===== src/include/sps_pkg.sv =====
// package of constants for the serial port pin select block
package sps_pkg;

  // ****************************************
  // register offsets
  // ****************************************
  localparam logic [3:0] SPS_OFF_DIR    = 4'h0;  // direction bits, write only
  localparam logic [3:0] SPS_OFF_DATA   = 4'h1;  // output data bits
  localparam logic [3:0] SPS_OFF_PORT   = 4'h2;  // port read
  localparam logic [3:0] SPS_OFF_ODR    = 4'h3;  // open-drain control bits
  localparam logic [3:0] SPS_OFF_SER0   = 4'h4;  // channel 0 serial settings
  localparam logic [3:0] SPS_OFF_SER1   = 4'h5;  // channel 1 serial settings
  localparam logic [3:0] SPS_OFF_FUNC   = 4'h6;  // selected pin functions

  // ****************************************
  // widths, fields and reset values
  // ****************************************
  localparam int unsigned SPS_PINS      = 6;
  localparam int unsigned SPS_DW        = 8;
  localparam logic [5:0]  SPS_DIR_RST   = 6'h00;
  localparam logic [5:0]  SPS_DATA_RST  = 6'h00;
  localparam logic [5:0]  SPS_ODR_RST   = 6'h00;
  localparam logic [4:0]  SPS_SER_RST   = 5'h00;
  localparam int unsigned SPS_SER_SYNC  = 0;  // synchronous mode select
  localparam int unsigned SPS_SER_CLOCK_ENABLE_LOW  = 1;  // clock_enable_low
  localparam int unsigned SPS_SER_CLOCK_ENABLE_HIGH  = 2;  // clock_enable_high
  localparam int unsigned SPS_SER_RXEN  = 3;  // receive_enable
  localparam int unsigned SPS_SER_TXEN  = 4;  // transmit_enable

  // ****************************************
  // clock pin modes
  // ****************************************
  typedef enum logic [2:0] {
    SPS_CLK_GPIO = 3'b001,
    SPS_CLK_OUT  = 3'b010,
    SPS_CLK_IN   = 3'b100
  } sps_clk_mode_e;

endpackage


===== src/logic/sps_pin_cell.sv =====
// one pin cell: output drive, open-drain and pin sampling
`timescale 1ns/100ps
module sps_pin_cell
  import sps_pkg::*;
(
  input  wire logic clk_i,       // system clock
  input  wire logic rst_n_i,     // async reset, active low
  input  wire logic drive_i,     // pin acts as output
  input  wire logic level_i,     // level to drive
  input  wire logic od_i,        // open-drain select
  input  wire logic pin_i,       // pin level in
  output logic      pin_o,       // pin level out
  output logic      pin_oe_n_o,  // output enable, low drives
  output logic      sample_o     // registered pin sample
);

  // open-drain only pulls low and releases for a high
  always_comb begin
    pin_o      = level_i;
    pin_oe_n_o = ~(drive_i && !(od_i && level_i));
  end

  // pins are synchronous, one register is enough for a clean read
  always_ff @(posedge clk_i or negedge rst_n_i) begin
    if (!rst_n_i) begin
      sample_o <= 1'b0;
    end else begin
      sample_o <= pin_i;
    end
  end

endmodule // sps_pin_cell


===== src/logic/sps_pin_select.sv =====
// pin function select for the six-pin port shared with two serial channels
//
// Overview of operation
// bit5 is general I/O by direction when channel 1 async and both clock enables clear.
// bit5 drives channel 1 clock if enable-high clear, sync or enable-low; input if enable-high.
// any bit5 output is open-drain when its open-drain bit is one.
// bit4 follows channel 0 settings the same way bit5 follows channel 1.
// any bit4 output is open-drain when its open-drain bit is one.
// bit3 is channel 1 receive input when receive enabled, else general I/O.
// bit2 is channel 0 receive input when receive enabled, else general I/O.
// bit2 general output is open-drain when its open-drain bit is one.
// bit1 is channel 1 transmit output when enabled, else general; open-drain by its bit.
// bit0 is channel 0 transmit output when enabled, else general I/O.
// any bit0 output is open-drain when its open-drain bit is one.
// direction one makes a general output from its data bit; zero makes input.
// port read gives data bit for outputs and sampled pin level for inputs.
// pin functions are recomputed combinationally from the current control bits.
//
// Design decisions made here: the register addresses and strobed register access.
`timescale 1ns/100ps
module sps_pin_select
  import sps_pkg::*;
(
  input  wire logic        clk_i,        // system clock, 125 MHz
  input  wire logic        rst_n_i,      // async reset, active low
  input  wire logic [3:0]  addr_i,       // register address
  input  wire logic [7:0]  wdata_i,      // write data
  input  wire logic        wr_i,         // write strobe
  input  wire logic        rd_i,         // read strobe
  output logic      [7:0]  rdata_o,      // read data, cycle after strobe
  input  wire logic [5:0]  pin_i,        // pin levels in
  output logic      [5:0]  pin_o,        // pin levels out
  output logic      [5:0]  pin_oe_n_o,   // output enables, low drives
  input  wire logic        chan0_serial_clock_i,  // channel 0 clock out value
  input  wire logic        chan1_serial_clock_i,  // channel 1 clock out value
  output logic             chan0_serial_clock_o,  // channel 0 clock from pin
  output logic             chan1_serial_clock_o,  // channel 1 clock from pin
  input  wire logic        tx0_data_i,   // channel 0 transmit data
  input  wire logic        tx1_data_i,   // channel 1 transmit data
  output logic             rx0_data_o,   // channel 0 receive data
  output logic             rx1_data_o    // channel 1 receive data
);

  // ****************************************
  // control registers
  // ****************************************
  logic [5:0] dir_q;        // bit5_direction .. bit0_direction
  logic [5:0] data_q;       // output data
  logic [5:0] odr_q;        // bit5_open_drain .. bit0_open_drain
  logic [4:0] ser0_q;       // channel 0 serial_mode_reg / serial_control_reg bits
  logic [4:0] ser1_q;       // channel 1 serial bits
  logic [5:0] sample;       // registered pin levels
  logic [5:0] drive;        // pin acts as output
  logic [5:0] level;        // level to drive
  logic [5:0] ser_own;      // pin taken by a serial function
  sps_clk_mode_e clk0_mode;
  sps_clk_mode_e clk1_mode;

  function automatic sps_clk_mode_e clk_mode(input logic [4:0] ser);
    if (ser[SPS_SER_CLOCK_ENABLE_HIGH]) begin
      clk_mode = SPS_CLK_IN;
    end else if (ser[SPS_SER_SYNC] || ser[SPS_SER_CLOCK_ENABLE_LOW]) begin
      clk_mode = SPS_CLK_OUT;
    end else begin
      clk_mode = SPS_CLK_GPIO;
    end
  endfunction

  // enable of a general pin: drives as output, except a released open-drain high
  function automatic logic gpio_oe_n(input logic dir, input logic od, input logic lvl);
    gpio_oe_n = !(dir && !(od && lvl));
  endfunction

  // register writes; direction is write only
  // serial bits live here too, so one write moves a pin between port and channel
  always_ff @(posedge clk_i or negedge rst_n_i) begin
    if (!rst_n_i) begin
      dir_q  <= SPS_DIR_RST;
      data_q <= SPS_DATA_RST;
      odr_q  <= SPS_ODR_RST;
      ser0_q <= SPS_SER_RST;
      ser1_q <= SPS_SER_RST;
    end else if (wr_i) begin
      case (addr_i)
        SPS_OFF_DIR:  dir_q  <= wdata_i[5:0];
        SPS_OFF_DATA: data_q <= wdata_i[5:0];
        SPS_OFF_ODR:  odr_q  <= wdata_i[5:0];
        SPS_OFF_SER0: ser0_q <= wdata_i[4:0];
        SPS_OFF_SER1: ser1_q <= wdata_i[4:0];
        default: ;
      endcase
    end
  end

  // ****************************************
  // function selection
  // ****************************************
  // pure logic so a control change acts at once on the pins
  always_comb begin
    clk1_mode = clk_mode(ser1_q);
    clk0_mode = clk_mode(ser0_q);
    // general I/O default, data bit drives when direction is one
    drive = dir_q;
    level = data_q;
    ser_own = 6'h00;
    // serial settings override direction; drive defaults survive on unowned pins only, level defaults also on serial input pins
    case (clk1_mode)
      SPS_CLK_OUT: begin
        drive[5] = 1'b1;
        level[5] = chan1_serial_clock_i;
        ser_own[5] = 1'b1;
      end
      SPS_CLK_IN: begin
        drive[5] = 1'b0;
        ser_own[5] = 1'b1;
      end
      default: ;
    endcase
    case (clk0_mode)
      SPS_CLK_OUT: begin
        drive[4] = 1'b1;
        level[4] = chan0_serial_clock_i;
        ser_own[4] = 1'b1;
      end
      SPS_CLK_IN: begin
        drive[4] = 1'b0;
        ser_own[4] = 1'b1;
      end
      default: ;
    endcase
    if (ser1_q[SPS_SER_RXEN]) begin
      drive[3] = 1'b0;
      ser_own[3] = 1'b1;
    end
    if (ser0_q[SPS_SER_RXEN]) begin
      drive[2] = 1'b0;
      ser_own[2] = 1'b1;
    end
    if (ser1_q[SPS_SER_TXEN]) begin
      drive[1] = 1'b1;
      level[1] = tx1_data_i;
      ser_own[1] = 1'b1;
    end
    if (ser0_q[SPS_SER_TXEN]) begin
      drive[0] = 1'b1;
      level[0] = tx0_data_i;
      ser_own[0] = 1'b1;
    end
  end

  // serial inputs see the raw pin; they stay in the channels' timing
  // limitation: nothing here filters glitches, the channels sample for themselves
  always_comb begin
    chan1_serial_clock_o = pin_i[5];
    chan0_serial_clock_o = pin_i[4];
    rx1_data_o           = pin_i[3];
    rx0_data_o           = pin_i[2];
  end

  // ****************************************
  // pin cells
  // ****************************************
  // every pin honours its open-drain bit whenever it drives
  // cells are identical, so serial ownership only changes what feeds drive and level
  for (genvar g = 0; g < SPS_PINS; g++) begin : g_pin
    sps_pin_cell u_cell (
      .clk_i      (clk_i),
      .rst_n_i    (rst_n_i),
      .drive_i    (drive[g]),
      .level_i    (level[g]),
      .od_i       (odr_q[g]),
      .pin_i      (pin_i[g]),
      .pin_o      (pin_o[g]),
      .pin_oe_n_o (pin_oe_n_o[g]),
      .sample_o   (sample[g])
    );
  end

  // ****************************************
  // read port
  // ****************************************
  // direction register reads as zero, it is write only
  // port reads carry the one-register sample lag: a pin change needs a cycle first
  always_ff @(posedge clk_i or negedge rst_n_i) begin
    if (!rst_n_i) begin
      rdata_o <= 8'h00;
    end else if (rd_i) begin
      case (addr_i)
        SPS_OFF_DATA: rdata_o <= {2'b00, data_q};
        SPS_OFF_PORT: rdata_o <= {2'b00, (dir_q & data_q) | (~dir_q & sample)};
        SPS_OFF_ODR:  rdata_o <= {2'b00, odr_q};
        SPS_OFF_SER0: rdata_o <= {3'b000, ser0_q};
        SPS_OFF_SER1: rdata_o <= {3'b000, ser1_q};
        SPS_OFF_FUNC: rdata_o <= {2'b00, ser_own};
        default:      rdata_o <= 8'h00;
      endcase
    end else begin
      rdata_o <= 8'h00;
    end
  end

  // ****************************************
  // checks
  // ****************************************
  chk_bit5_gpio: assert property (@(posedge clk_i) disable iff (!rst_n_i)
    (!ser1_q[SPS_SER_SYNC] && !ser1_q[SPS_SER_CLOCK_ENABLE_LOW] && !ser1_q[SPS_SER_CLOCK_ENABLE_HIGH])
      |-> (pin_oe_n_o[5] == !(dir_q[5] && !(odr_q[5] && data_q[5]))))
    else $error("bit5 general I/O drive wrong");
  chk_bit5_clkout: assert property (@(posedge clk_i) disable iff (!rst_n_i)
    (!ser1_q[SPS_SER_CLOCK_ENABLE_HIGH] && (ser1_q[SPS_SER_SYNC] || ser1_q[SPS_SER_CLOCK_ENABLE_LOW]) && !odr_q[5])
      |-> (!pin_oe_n_o[5] && pin_o[5] == chan1_serial_clock_i))
    else $error("bit5 clock output not driven");
  chk_bit5_clkin: assert property (@(posedge clk_i) disable iff (!rst_n_i)
    ser1_q[SPS_SER_CLOCK_ENABLE_HIGH] |-> pin_oe_n_o[5])
    else $error("bit5 driven while clock input");
  chk_bit5_opendrain: assert property (@(posedge clk_i) disable iff (!rst_n_i)
    (odr_q[5] && pin_o[5]) |-> pin_oe_n_o[5])
    else $error("bit5 drives high in open-drain");
  chk_bit4_clkin: assert property (@(posedge clk_i) disable iff (!rst_n_i)
    ser0_q[SPS_SER_CLOCK_ENABLE_HIGH] |-> pin_oe_n_o[4])
    else $error("bit4 driven while clock input");
  chk_bit4_opendrain: assert property (@(posedge clk_i) disable iff (!rst_n_i)
    (odr_q[4] && pin_o[4]) |-> pin_oe_n_o[4])
    else $error("bit4 drives high in open-drain");
  chk_rx_pins_input: assert property (@(posedge clk_i) disable iff (!rst_n_i)
    (ser1_q[SPS_SER_RXEN] |-> pin_oe_n_o[3]) and (ser0_q[SPS_SER_RXEN] |-> pin_oe_n_o[2]))
    else $error("receive pin driven");
  chk_bit2_opendrain: assert property (@(posedge clk_i) disable iff (!rst_n_i)
    (odr_q[2] && pin_o[2]) |-> pin_oe_n_o[2])
    else $error("bit2 drives high in open-drain");
  chk_bit1_tx: assert property (@(posedge clk_i) disable iff (!rst_n_i)
    (ser1_q[SPS_SER_TXEN] && !odr_q[1]) |-> (!pin_oe_n_o[1] && pin_o[1] == tx1_data_i))
    else $error("bit1 transmit not driven");
  chk_bit0_tx: assert property (@(posedge clk_i) disable iff (!rst_n_i)
    ser0_q[SPS_SER_TXEN] |-> (pin_o[0] == tx0_data_i && pin_oe_n_o[0] == (odr_q[0] && tx0_data_i)))
    else $error("bit0 transmit drive wrong");
  chk_gpio_output: assert property (@(posedge clk_i) disable iff (!rst_n_i)
    (ser0_q == 5'h00 && ser1_q == 5'h00 && dir_q == 6'h3f && odr_q == 6'h00)
      |-> (pin_oe_n_o == 6'h00 && pin_o == data_q))
    else $error("general output not driven from data");
  chk_port_read: assert property (@(posedge clk_i) disable iff (!rst_n_i)
    (rd_i && addr_i == SPS_OFF_PORT)
      |=> (rdata_o[5:0] == (($past(dir_q) & $past(data_q)) | (~$past(dir_q) & $past(sample)))))
    else $error("port read value wrong");
  chk_ctrl_effect: assert property (@(posedge clk_i) disable iff (!rst_n_i)
    (wr_i && addr_i == SPS_OFF_SER0 && wdata_i[SPS_SER_RXEN]) |=> pin_oe_n_o[2])
    else $error("control change not effective next cycle");

  // general side of bits 4 to 0 when their serial function is off, plus bit4 clock out, open-drain and receive routing
  chk_bit4_gpio: assert property (@(posedge clk_i) disable iff (!rst_n_i)
    (!ser0_q[SPS_SER_SYNC] && !ser0_q[SPS_SER_CLOCK_ENABLE_LOW] && !ser0_q[SPS_SER_CLOCK_ENABLE_HIGH])
      |-> (pin_oe_n_o[4] == gpio_oe_n(dir_q[4], odr_q[4], data_q[4]) && pin_o[4] == data_q[4]))
    else $error("bit4 general I/O drive wrong");
  chk_bit4_clkout: assert property (@(posedge clk_i) disable iff (!rst_n_i)
    (!ser0_q[SPS_SER_CLOCK_ENABLE_HIGH] && (ser0_q[SPS_SER_SYNC] || ser0_q[SPS_SER_CLOCK_ENABLE_LOW]) && !odr_q[4])
      |-> (!pin_oe_n_o[4] && pin_o[4] == chan0_serial_clock_i))
    else $error("bit4 clock output not driven");
  chk_bit3_gpio: assert property (@(posedge clk_i) disable iff (!rst_n_i)
    !ser1_q[SPS_SER_RXEN]
      |-> (pin_oe_n_o[3] == gpio_oe_n(dir_q[3], odr_q[3], data_q[3]) && pin_o[3] == data_q[3]))
    else $error("bit3 general I/O drive wrong");
  chk_bit2_gpio: assert property (@(posedge clk_i) disable iff (!rst_n_i)
    !ser0_q[SPS_SER_RXEN]
      |-> (pin_oe_n_o[2] == gpio_oe_n(dir_q[2], odr_q[2], data_q[2]) && pin_o[2] == data_q[2]))
    else $error("bit2 general I/O drive wrong");
  chk_bit1_gpio: assert property (@(posedge clk_i) disable iff (!rst_n_i)
    !ser1_q[SPS_SER_TXEN]
      |-> (pin_oe_n_o[1] == gpio_oe_n(dir_q[1], odr_q[1], data_q[1]) && pin_o[1] == data_q[1]))
    else $error("bit1 general I/O drive wrong");
  chk_bit0_gpio: assert property (@(posedge clk_i) disable iff (!rst_n_i)
    !ser0_q[SPS_SER_TXEN]
      |-> (pin_oe_n_o[0] == gpio_oe_n(dir_q[0], odr_q[0], data_q[0]) && pin_o[0] == data_q[0]))
    else $error("bit0 general I/O drive wrong");
  chk_bit1_opendrain: assert property (@(posedge clk_i) disable iff (!rst_n_i)
    (odr_q[1] && pin_o[1]) |-> pin_oe_n_o[1])
    else $error("bit1 drives high in open-drain");
  chk_bit0_opendrain: assert property (@(posedge clk_i) disable iff (!rst_n_i)
    (odr_q[0] && pin_o[0]) |-> pin_oe_n_o[0])
    else $error("bit0 drives high in open-drain");
  chk_rx_route: assert property (@(posedge clk_i) disable iff (!rst_n_i)
    (ser1_q[SPS_SER_RXEN] && ser0_q[SPS_SER_RXEN]) |-> (rx1_data_o == pin_i[3] && rx0_data_o == pin_i[2]))
    else $error("receive data not routed from pin");

  // read data stand one cycle and are zero otherwise
  chk_read_idle: assert property (@(posedge clk_i) disable iff (!rst_n_i)
    !rd_i |=> (rdata_o == 8'h00))
    else $error("read data not zero when idle");
  chk_data_read: assert property (@(posedge clk_i) disable iff (!rst_n_i)
    (rd_i && addr_i == SPS_OFF_DATA) |=> (rdata_o == {2'b00, $past(data_q)}))
    else $error("data register read wrong");
  chk_dir_read: assert property (@(posedge clk_i) disable iff (!rst_n_i)
    (rd_i && addr_i == SPS_OFF_DIR) |=> (rdata_o == 8'h00))
    else $error("direction register not write only");
  chk_func_read: assert property (@(posedge clk_i) disable iff (!rst_n_i)
    (rd_i && addr_i == SPS_OFF_FUNC) |=> (rdata_o == {2'b00, $past(ser_own)}))
    else $error("function read wrong");

  cov_clk_out:  cover property (@(posedge clk_i) disable iff (!rst_n_i) clk1_mode == SPS_CLK_OUT);
  cov_clk_in:   cover property (@(posedge clk_i) disable iff (!rst_n_i) clk0_mode == SPS_CLK_IN);
  cov_tx_od:    cover property (@(posedge clk_i) disable iff (!rst_n_i) ser1_q[SPS_SER_TXEN] && odr_q[1]);
  cov_port_rd:  cover property (@(posedge clk_i) disable iff (!rst_n_i) rd_i && addr_i == SPS_OFF_PORT);
  // both receive pins handed to the channels at once
  cov_rx_both:  cover property (@(posedge clk_i) disable iff (!rst_n_i) ser0_q[SPS_SER_RXEN] && ser1_q[SPS_SER_RXEN]);

endmodule // sps_pin_select


===== config.mk =====
export PLATFORM = sky130hd
export DESIGN_NAME = sps_pin_select
export DESIGN_NICKNAME = d
export VERILOG_FILES = /design/src/include/sps_pkg.sv /design/src/logic/sps_pin_cell.sv /design/src/logic/sps_pin_select.sv
export SDC_FILE = /design/constraint.sdc
export NUM_CORES = 1
export LEC_CHECK = 0
export BUFFER_PORTS_ARGS = -buffer_cell sky130_fd_sc_hd__buf_4
export CAP_MARGIN = 0
export CORE_MARGIN = 4
export CORE_UTILIZATION = 30
export CTS_CLUSTER_DIAMETER = 60
export DETAILED_ROUTE_END_ITERATION = 8
export GPL_TIMING_DRIVEN = 0
export PLACE_DENSITY = 0.52
export SLEW_MARGIN = 30
export SYNTH_ARGS = -nofsm -noshare
export SYNTH_HDL_FRONTEND = slang
export SYNTH_SLANG_ARGS = --single-unit

===== constraint.sdc =====
create_clock -name clk_i -period 3.6 [get_ports clk_i]
set_input_delay 0.36 -clock clk_i [delete_from_list [all_inputs] [get_ports clk_i]]
set_output_delay 0.36 -clock clk_i [all_outputs]
set_load 0.005 [all_outputs]

Word-level counts from Yosys, hierarchy flattened
Cells that the tools add are included.
- output and inout port bits: 24
- register bits: 42
- multiplexer cells: 22
- bitwise gates (word level): 10
- equality and inequality tests: 10
- reduce and logical (&&, ||, !) cells: 28
- operator list (kind ; count):
    case mux 6 bit (6 select lines) ; 1
    two-way mux 1 bit ; 14
    AND 6 bit ; 2
    == test 4 x 3 -> 1 bit (second input constant) ; 3
    logical AND 1 bit ; 12
    AND reduction 2 bit ; 5
    == test 4 x 2 -> 1 bit (second input constant) ; 2
    two-way mux 8 bit ; 1
    == test 3 x 2 -> 1 bit (second input constant) ; 2
    == test 3 bit (second input constant) ; 2
    logical NOT 1 bit ; 6
    two-way mux 3 bit ; 2
    NOT 1 bit ; 6
    NOT 6 bit ; 1
    bitwise OR 6 bit ; 1
    == test 4 x 1 -> 1 bit (second input constant) ; 1
    logical NOT 4 bit ; 1
    two-way mux 2 bit ; 2
    case mux 1 bit (2 select lines) ; 2
    OR reduction 2 bit ; 2
    logical OR 1 bit ; 2

Longest topological paths before layout
Gate-level depths: netlist of the first run.
- word-level depth: 9
- mapped depth: 6
- depth with buffers taken out: 4

Modules after synthesis
A second synthesis of the first run with hierarchy kept.
- cells, all modules: 171
- area, all modules: 2077.0 um^2
- by module, submodules not included (module ; area each (um^2) ; times used ; sequential area each (um^2) ; cells each):
    sps_pin_select ; 1821.7 ; 1 ; 850.8 ; 153
    sps_pin_cell ; 42.5 ; 6 ; 25.0 ; 3

Worst setup path before layout of the first run
OpenSTA, ideal clock, no wires.
- kind: flip-flop to output port
- start point: register ser0_q[1]
- end point: output pin_oe_n_o[4]
- slack: 1.974 ns
- data arrival time: 1.266 ns
- path buffers: 1
- cell stages (with the launch flop): 5
- required time: 3.240 ns
- path through: dfrtp_1 -> nor2_1 -> mux2_2 -> a211o_1 -> buf_4
- word-level cells in the longest chain between the ends: 9
- elaborated cells between the ends (all ways): 11
- ends and longest elaborated chain (element ; line ; source):
    from (decl) ; sps_pin_select.sv:50 ; logic [4:0] ser0_q;
    from (signal assigned) ; sps_pin_select.sv:88 ; SPS_OFF_SER0: ser0_q <= wdata_i[4:0];
    logical OR 1 bit (*) ; sps_pin_select.sv:62 ; end else if (ser[SPS_SER_SYNC] || ser[SPS_SER_CLOCK_ENABLE_LOW]) begin
    two-way mux 2 bit (*) ; sps_pin_select.sv:62 ;
    two-way mux 3 bit (*) ; sps_pin_select.sv:60 ; if (ser[SPS_SER_CLOCK_ENABLE_HIGH]) begin
    == test 3 x 2 -> 1 bit ; sps_pin_select.sv:119 ; case (clk0_mode)
    two-way mux 1 bit ; sps_pin_select.sv:119 ;
    logical AND 1 bit ; sps_pin_cell.sv:20 ; pin_oe_n_o = ~(drive_i && !(od_i && level_i));
    logical NOT 1 bit ; sps_pin_cell.sv:20 ;
    logical AND 1 bit (*) ; sps_pin_cell.sv:20 ;
    NOT 1 bit (*) ; sps_pin_cell.sv:20 ;
    to (decl) ; sps_pin_select.sv:33 ; output logic [5:0] pin_oe_n_o,
Mark *: on every way between the ends. The rest lies on a longest branch, timed or not.

Worst setup path in the final report of the first run
- start point: register ser0_q[0]
- end point: output pin_oe_n_o[4]
Same word-level chain as after synthesis.

==> PnR_summary.wiki, run 1 <==
{| class="wikitable"
! Metric !! Value
|-
| Critical Path Most Common Cell || sky130_fd_sc_hd__buf_4
|-
| RSZ-0062 raised after global routing || no
|-
| Number of enable-type register cells in the synthesized netlist || 0
|-
| Post-synthesis cell area || 0.00211 sq mm
|-
| Final setup margin || 1.44 ns
|-
| Total core area || 0.00679 sq mm
|-
| List of most frequent post-synthesis cells || sky130_fd_sc_hd__dfrtp_1, sky130_fd_sc_hd__mux2_2, sky130_fd_sc_hd__buf_4
|-
| Proportion of synthesized flip-flops having asynchronous set or reset || 100%
|-
| Final antenna-violating net count || 0
|-
| Layout cell share with drive strength beyond 1 || 49.8%
|-
| LEAKAGE || 1.21 nW
|-
| Seq/Total Area, Yosys || 47.4%
|-
| Number of cells in the design after placement || 323
|-
| First-iteration detailed-routing DRC count || 91
|-
| Main area contributors after synthesis || sky130_fd_sc_hd__dfrtp_1, sky130_fd_sc_hd__mux2_2, sky130_fd_sc_hd__buf_4
|-
| Number of H-tree branching levels || 2
|-
| TritonCTS buffer count || 5
|-
| Tightest Pin Transition || 0.630 ns
|-
| Layout Utilization || 39.1%
|-
| Pre-antenna DRT Iters || 5
|-
| Routed vias || 1,537
|-
| DIE AREA || 0.00844 sq mm
|-
| Total negative slack for setup checks || 0 ns
|-
| CTS tree || built
|-
| Post-cts sizing count || 0
|-
| Chip Height || 91.9 um
|-
| Arrival time worst endpoint || 1.80 ns
|-
| CTS Root Cell || sky130_fd_sc_hd__clkbuf_8
|-
| Max VDD drop || 187 uV
|-
| CTS max path bufs || 2
|-
| Gate family responsible for the most delay along the worst path || flip-flops
|-
| CP Launch Type || flop
|-
| Average wire length per cell after detail routing || 15.7 um
|-
| Power density of the placed cells || 492 mW/mm^2
|-
| Placer congestion estimate || 0.869
|-
| # clock sinks || 40
|-
| Clock Skews || 0.00761 ns
|-
| Hold-fix buffers at CTS || 0
|-
| Highest fanout seen on the critical path || 5
|-
| Via count of the first global-routing pass || 1,626
|-
| Yosys warnings || 0
|-
| Buf/Inv on CP || 2
|-
| Remaining global-route overflow || 0
|-
| Most frequent cell after synthesis || sky130_fd_sc_hd__dfrtp_1
|-
| Final antenna diode count || 0
|-
| Worst hold path class || in2async
|-
| Number of instances in the synthesized netlist || 182
|-
| Kind of critical path || reg2out
|-
| Per-cell via count in the routed design || 4.64
|-
| Boundary pin count || 50
|-
| Outcome || complete, no violations
|-
| DP Worst Slack || 1.77 ns
|-
| #FFs+latches synth || 40
|-
| Clock latency on the worst-skew pair || 0.30 ns
|-
| Syn avg cell area || 11.6 sq um
|-
| Max stage delay cell, worst path || sky130_fd_sc_hd__dfrtp_1
|-
| Row Count || 30
|-
| Final-report hold violation count || 0
|-
| Final Non-Filler Cells || 331
|-
| Starting density of the core || 31.0%
|-
| Overall die width || 91.9 um
|-
| Cell type contributing the most total cell area after synthesis || sky130_fd_sc_hd__dfrtp_1
|-
| Required time of the critical path || 3.24 ns
|-
| Global-route wire length before repair || 8.76 mm
|-
| Largest net degree at the start of global routing || 41
|-
| Critical path capture point type || output port
|-
| Setup violations, final || 0
|-
| Layout overhead on the synthesized area || 25.9%
|-
| Most instantiated flip-flop cell in the synthesis netlist || sky130_fd_sc_hd__dfrtp_1
|-
| IO buf count || 44
|-
| Total of max-cap violations || 0
|-
| Final Net Count || 260
|-
| Max stage delay on crit path || 0.45 ns
|-
| Ordered cell list for the critical path || nor2_1, mux2_2, a211o_1, buf_4, buf_4
|-
| Worst slew margin relative to its limit || 57.9%
|-
| Unique masters post-synth || 37
|-
| Final worst-path cycle share || 59.9%
|-
| Post-detail-place hpwl || 3.77 mm
|-
| Drc violations || 0
|-
| Initial antenna violation count || 0
|-
| Clock transition at the register clock pins on the worst setup and hold paths after CTS || 0.08 ns
|-
| Min Tclk post-route || 2.16 ns
|-
| Post-CTS setup repair buffer count || 0
|-
| WL final || 5.21 mm
|-
| Total global-route track usage || 13.5%
|-
| Highest clock frequency the design can meet || 464 MHz
|-
| Fraction of synthesized cell area taken by the top area cell type || 47.4%
|-
| Final Max Tran Viols || 0
|}
==> flip-flops by register name (all words and copies together) (netlist names) <==
| name | cells |
|---|---|
| data_q | 6 |
| dir_q | 6 |
| g_pin.u_cell.sample_o | 6 |
| odr_q | 6 |
| rdata_o | 6 |
| ser0_q | 5 |
| ser1_q | 5 |
==> per-layer routing <==
layer / track usage [%] / vias up / part of all wire, %
met1: 17.8 / 740 / 46
met2: 20.6 / 49 / 45
met5: 0 / - / 0
li1: - / 740 / -
met3: 4.35 / 8 / 7.5
met4: 5.32 / 0 / 1.5
==> metrics by stage <==
step | hold slack (ns) | power (W) | instance area, sq um
2_1_floorplan | 0.0644 | 0.000841 | 2110
3_3_place_gp | 0.376 | 0.000997 | 2560
3_5_place_dp | 0.375 | 0.00100 | 2560
4_1_cts | 0.0517 | 0.00132 | 2660
5_1_grt | 0.0781 | 0.00139 | 2660
6_report | 0.0266 | 0.00131 | 2660
==> report_power, final <==
| part | internal (W) | total (W) | switching [W] |
|---|---|---|---|
| Sequential | 0.000528 | 0.000617 | 0.0000883 |
| Clock | 0.000153 | 0.000318 | 0.000165 |
| Combinational | 0.000242 | 0.000372 | 0.000130 |
==> final timing paths <==
kind / start / to / slack (ns) / cells past startpoint
min: rst_n_i / rdata_o[2]$_DFF_PN0_ / 0.03 / 1
max in group asynchronous: rst_n_i / g_pin[2].u_cell.sample_o$_DFF_PN0_ / 3.21 / 1
min in group clk_i: pin_i[1] / g_pin[1].u_cell.sample_o$_DFF_PN0_ / 0.16 / 1
min reg2reg: odr_q[1]$_DFFE_PN0P_ / odr_q[1]$_DFFE_PN0P_ / 0.55 / 1
max reg2reg: ser0_q[3]$_DFFE_PN0P_ / rdata_o[2]$_DFF_PN0_ / 2.33 / 4
max: ser0_q[0]$_DFFE_PN0P_ / pin_oe_n_o[4] / 1.44 / 5
==> cells by family (layout without fill, tap and decap cells) <==
kind of cell	after synthesis	count (layout)	synth area share [%]
AND/OR/NAND/NOR	43	43	12.3
flip-flops	40	40	47.4
multiplexers	42	42	22.0
other	1	2	0.178
buffers and inverters	26	78	8.30
AO/OA/AOI/OAI	30	30	9.73
==> final cells by class <==
cell class                 instances  area, sq um
timing repair buffer              44          330
fill                             694         4140
sequential                        40         1000
inverter                           4         15.0
tap                               96          120
buffer                            22          160
clock inverter                     2         10.0
clock buffer                       6         82.6
multi-input combinational        117          937
==> placed cells by master (no fill, tap or decap), types with 3 or more instances in the layout <==
| cell | n |
|---|---|
| sky130_fd_sc_hd__a21oi_1 | 9 |
| sky130_fd_sc_hd__a31oi_1 | 3 |
| sky130_fd_sc_hd__buf_4 | 64 |
| sky130_fd_sc_hd__clkbuf_8 | 6 |
| sky130_fd_sc_hd__dfrtp_1 | 40 |
| sky130_fd_sc_hd__inv_1 | 4 |
| sky130_fd_sc_hd__mux2_2 | 34 |
| sky130_fd_sc_hd__mux2i_1 | 7 |
| sky130_fd_sc_hd__nand2_1 | 12 |
| sky130_fd_sc_hd__nand3_1 | 4 |
| sky130_fd_sc_hd__nand3b_1 | 3 |
| sky130_fd_sc_hd__nor2_1 | 7 |
| sky130_fd_sc_hd__nor3_1 | 3 |
| sky130_fd_sc_hd__o21ai_0 | 5 |
(Power assumes the default switching activity.)
==> run 2: changes to the inputs <==
--- a/config.mk
+++ b/config.mk
@@ -12,7 +12,7 @@
 export CTS_CLUSTER_DIAMETER = 60
 export DETAILED_ROUTE_END_ITERATION = 8
 export GPL_TIMING_DRIVEN = 0
-export PLACE_DENSITY = 0.52
+export PLACE_DENSITY = 0.53
 export SLEW_MARGIN = 30
 export SYNTH_ARGS = -nofsm -noshare
 export SYNTH_HDL_FRONTEND = slang
==> constraint.sdc (replaced) <==
create_clock -name clk_i -period 1.9 [get_ports clk_i]
set_input_delay 0.19 -clock clk_i [delete_from_list [all_inputs] [get_ports clk_i]]
set_output_delay 0.19 -clock clk_i [all_outputs]
set_load 0.005 [all_outputs]
==> PnR_summary.wiki, run 2 (synthesized netlist as in run 1, its figures left out) <==
{| class="wikitable"
! Metric !! Value
|-
| Internal reg-to-reg setup slack || 0.55 ns
|-
| Chip Height || 91.9 um
|-
| Arrival time worst endpoint || 1.63 ns
|-
| Drc violations || 0
|-
| Layout overhead on the synthesized area || 29.5%
|-
| Largest net degree at the start of global routing || 41
|-
| TritonCTS buffer count || 5
|-
| Initial antenna violation count || 0
|-
| CTS Root Cell || sky130_fd_sc_hd__clkbuf_8
|-
| Overall die width || 91.9 um
|-
| Clock latency on the worst-skew pair || 0.29 ns
|-
| Outcome || complete, no violations
|-
| CP Launch Type || flop
|-
| Boundary pin count || 50
|-
| Remaining global-route overflow || 0
|-
| Critical path capture point type || output port
|-
| Clock Skews || 0.0113 ns
|-
| # clock sinks || 40
|-
| Setup violations, final || 0
|-
| Worst reg2reg endpoint || rdata_o[1]$_DFF_PN0_
|-
| Highest fanout seen on the critical path || 2
|-
| Starting density of the core || 31.0%
|-
| CTS max path bufs || 2
|-
| RR Startpoint || ser0_q[1]$_DFFE_PN0P_
|-
| Final Net Count || 266
|-
| Final-report hold violation count || 0
|-
| Routed vias || 1,581
|-
| Total core area || 0.00679 sq mm
|-
| Final worst-path cycle share || 95.9%
|-
| Per-cell via count in the routed design || 4.69
|-
| Final antenna-violating net count || 0
|-
| Commonest cells after routing, fill and taps aside || sky130_fd_sc_hd__buf_4, sky130_fd_sc_hd__dfrtp_1, sky130_fd_sc_hd__mux2_2, sky130_fd_sc_hd__nand2_1, sky130_fd_sc_hd__a21oi_1
|-
| Tightest Pin Transition || 0.597 ns
|-
| Worst hold margin || 0.0185 ns
|-
| Pre-antenna DRT Iters || 4
|-
| WL final || 5.32 mm
|-
| Number of cells in the design after placement || 323
|-
| Post-detail-place hpwl || 3.73 mm
|-
| IO buf count || 44
|-
| Worst setup startpoint || ser0_q[0]$_DFFE_PN0P_
|-
| Max VDD drop || 290 uV
|-
| Average wire length per cell after detail routing || 15.8 um
|-
| Total global-route track usage || 12.8%
|-
| Kind of critical path || reg2out
|-
| Row Count || 30
|-
| Number of H-tree branching levels || 2
|-
| Total negative slack for setup checks || 0 ns
|-
| Placer congestion estimate || 0.883
|-
| Leading cell type in the layout, fill and taps excluded || sky130_fd_sc_hd__buf_4
|-
| Highest clock frequency the design can meet || 549 MHz
|-
| Total design power || 0.00259 W
|-
| LEAKAGE || 1.24 nW
|-
| Total of max-cap violations || 0
|-
| Final antenna diode count || 0
|-
| Clock transition at the register clock pins on the worst setup and hold paths after CTS || 0.09 ns
|-
| First-iteration detailed-routing DRC count || 82
|-
| Capturing element of the worst setup path || pin_oe_n_o[4]
|-
| Power density of the placed cells || 948 mW/mm^2
|-
| Reg2Reg Depth || 5
|-
| CTS tree || built
|-
| Layout Utilization || 40.2%
|-
| Final Non-Filler Cells || 337
|-
| Via count of the first global-routing pass || 1,596
|-
| Global-route wire length before repair || 8.30 mm
|-
| Worst slew margin relative to its limit || 60.2%
|-
| Layout cell share with drive strength beyond 1 || 49.4%
|-
| DIE AREA || 0.00844 sq mm
|-
| Worst hold path class || in2reg
|-
| RSZ-0062 raised after global routing || no
|-
| Min Tclk post-route || 1.82 ns
|-
| Final Max Tran Viols || 0
|-
| Required time of the critical path || 1.71 ns
|}
run 2: changes by cell type in the layout (fill, tap and decap cells not counted):
cell,delta
sky130_fd_sc_hd__dlygate4sd3_1,+4
sky130_fd_sc_hd__buf_4,+2
sky130_fd_sc_hd__bufinv_16,+1
sky130_fd_sc_hd__clkbuf_1,+1
sky130_fd_sc_hd__clkbuf_8,-1
sky130_fd_sc_hd__clkinv_2,-1
sky130_fd_sc_hd__mux2_2,-1
sky130_fd_sc_hd__mux2_4,+1
sky130_fd_sc_hd__nor2_1,-1
sky130_fd_sc_hd__nor2_2,+1
run 2: how the worst min path moves through the flow:
stage                        start                                  to  slack, ns  cells past startpoint
after detailed placement   rst_n_i                rdata_o[3]$_DFF_PN0_       0.21                      1
after floorplan            rst_n_i               data_q[0]$_DFFE_PN0P_      -0.11                      0
after global placement     rst_n_i                dir_q[3]$_DFFE_PN0P_       0.21                      1
after global routing      pin_i[5]  g_pin[5].u_cell.sample_o$_DFF_PN0_      0.002                      1
final                     pin_i[5]  g_pin[5].u_cell.sample_o$_DFF_PN0_       0.02                      1
after CTS                 pin_i[5]  g_pin[5].u_cell.sample_o$_DFF_PN0_      0.009                      1
run 2: worst max-delay path, cell delays in order (launching register included):
cell,delay [ns]
sky130_fd_sc_hd__dfrtp_1,0.43
sky130_fd_sc_hd__nor2_2,0.15
sky130_fd_sc_hd__mux2_4,0.32
sky130_fd_sc_hd__a211o_1,0.31
sky130_fd_sc_hd__buf_4,0.14
run 2: what timing repair did:
action	4_1_cts	5_1_grt
endpoints found under the setup margin	1	1
hold endpoints to repair	43	0
resized for setup	2	0
hold buffers	4	0
pin swaps	2	2
buffers inserted	3	0
run 2: area by class of cell:
type                       instances  area [sq um]
sequential                        40          1000
buffer                            21           153
clock inverter                     2          35.0
multi-input combinational        117           943
inverter                           4          15.0
tap                               96           120
timing repair buffer              51           393
clock buffer                       6          72.6
fill                             675          4060
run 2: stage by stage:
| step | instance area (sq um) | setup WS (ns) |
|---|---|---|
| after CTS | 2740 | 0.0108 |
| after floorplan | 2110 | 0.444 |
| final | 2730 | 0.0773 |
| after global routing | 2730 | 0.0198 |
| after detailed placement | 2560 | 0.244 |
| after global placement | 2560 | 0.244 |
run 2: layer usage:
| metal | up-vias | track usage [%] | routed length, um |
|---|---|---|---|
| li1 | 756 | - | - |
| met1 | 758 | 16.9 | 2410 |
| met2 | 59 | 20.1 | 2390 |
| met3 | 8 | 3.86 | 440 |
| met4 | 0 | 3.84 | 76 |
| met5 | - | 0 | 0 |
run 2: power breakdown:
group	total [W]	switching [W]	internal, W	leakage, nW
Combinational	0.000748	0.000268	0.000480	0.691
Clock	0.000681	0.000291	0.000390	0.0552
Sequential	0.00116	0.000161	0.00100	0.496
Total	0.00259	0.000720	0.00187	1.24
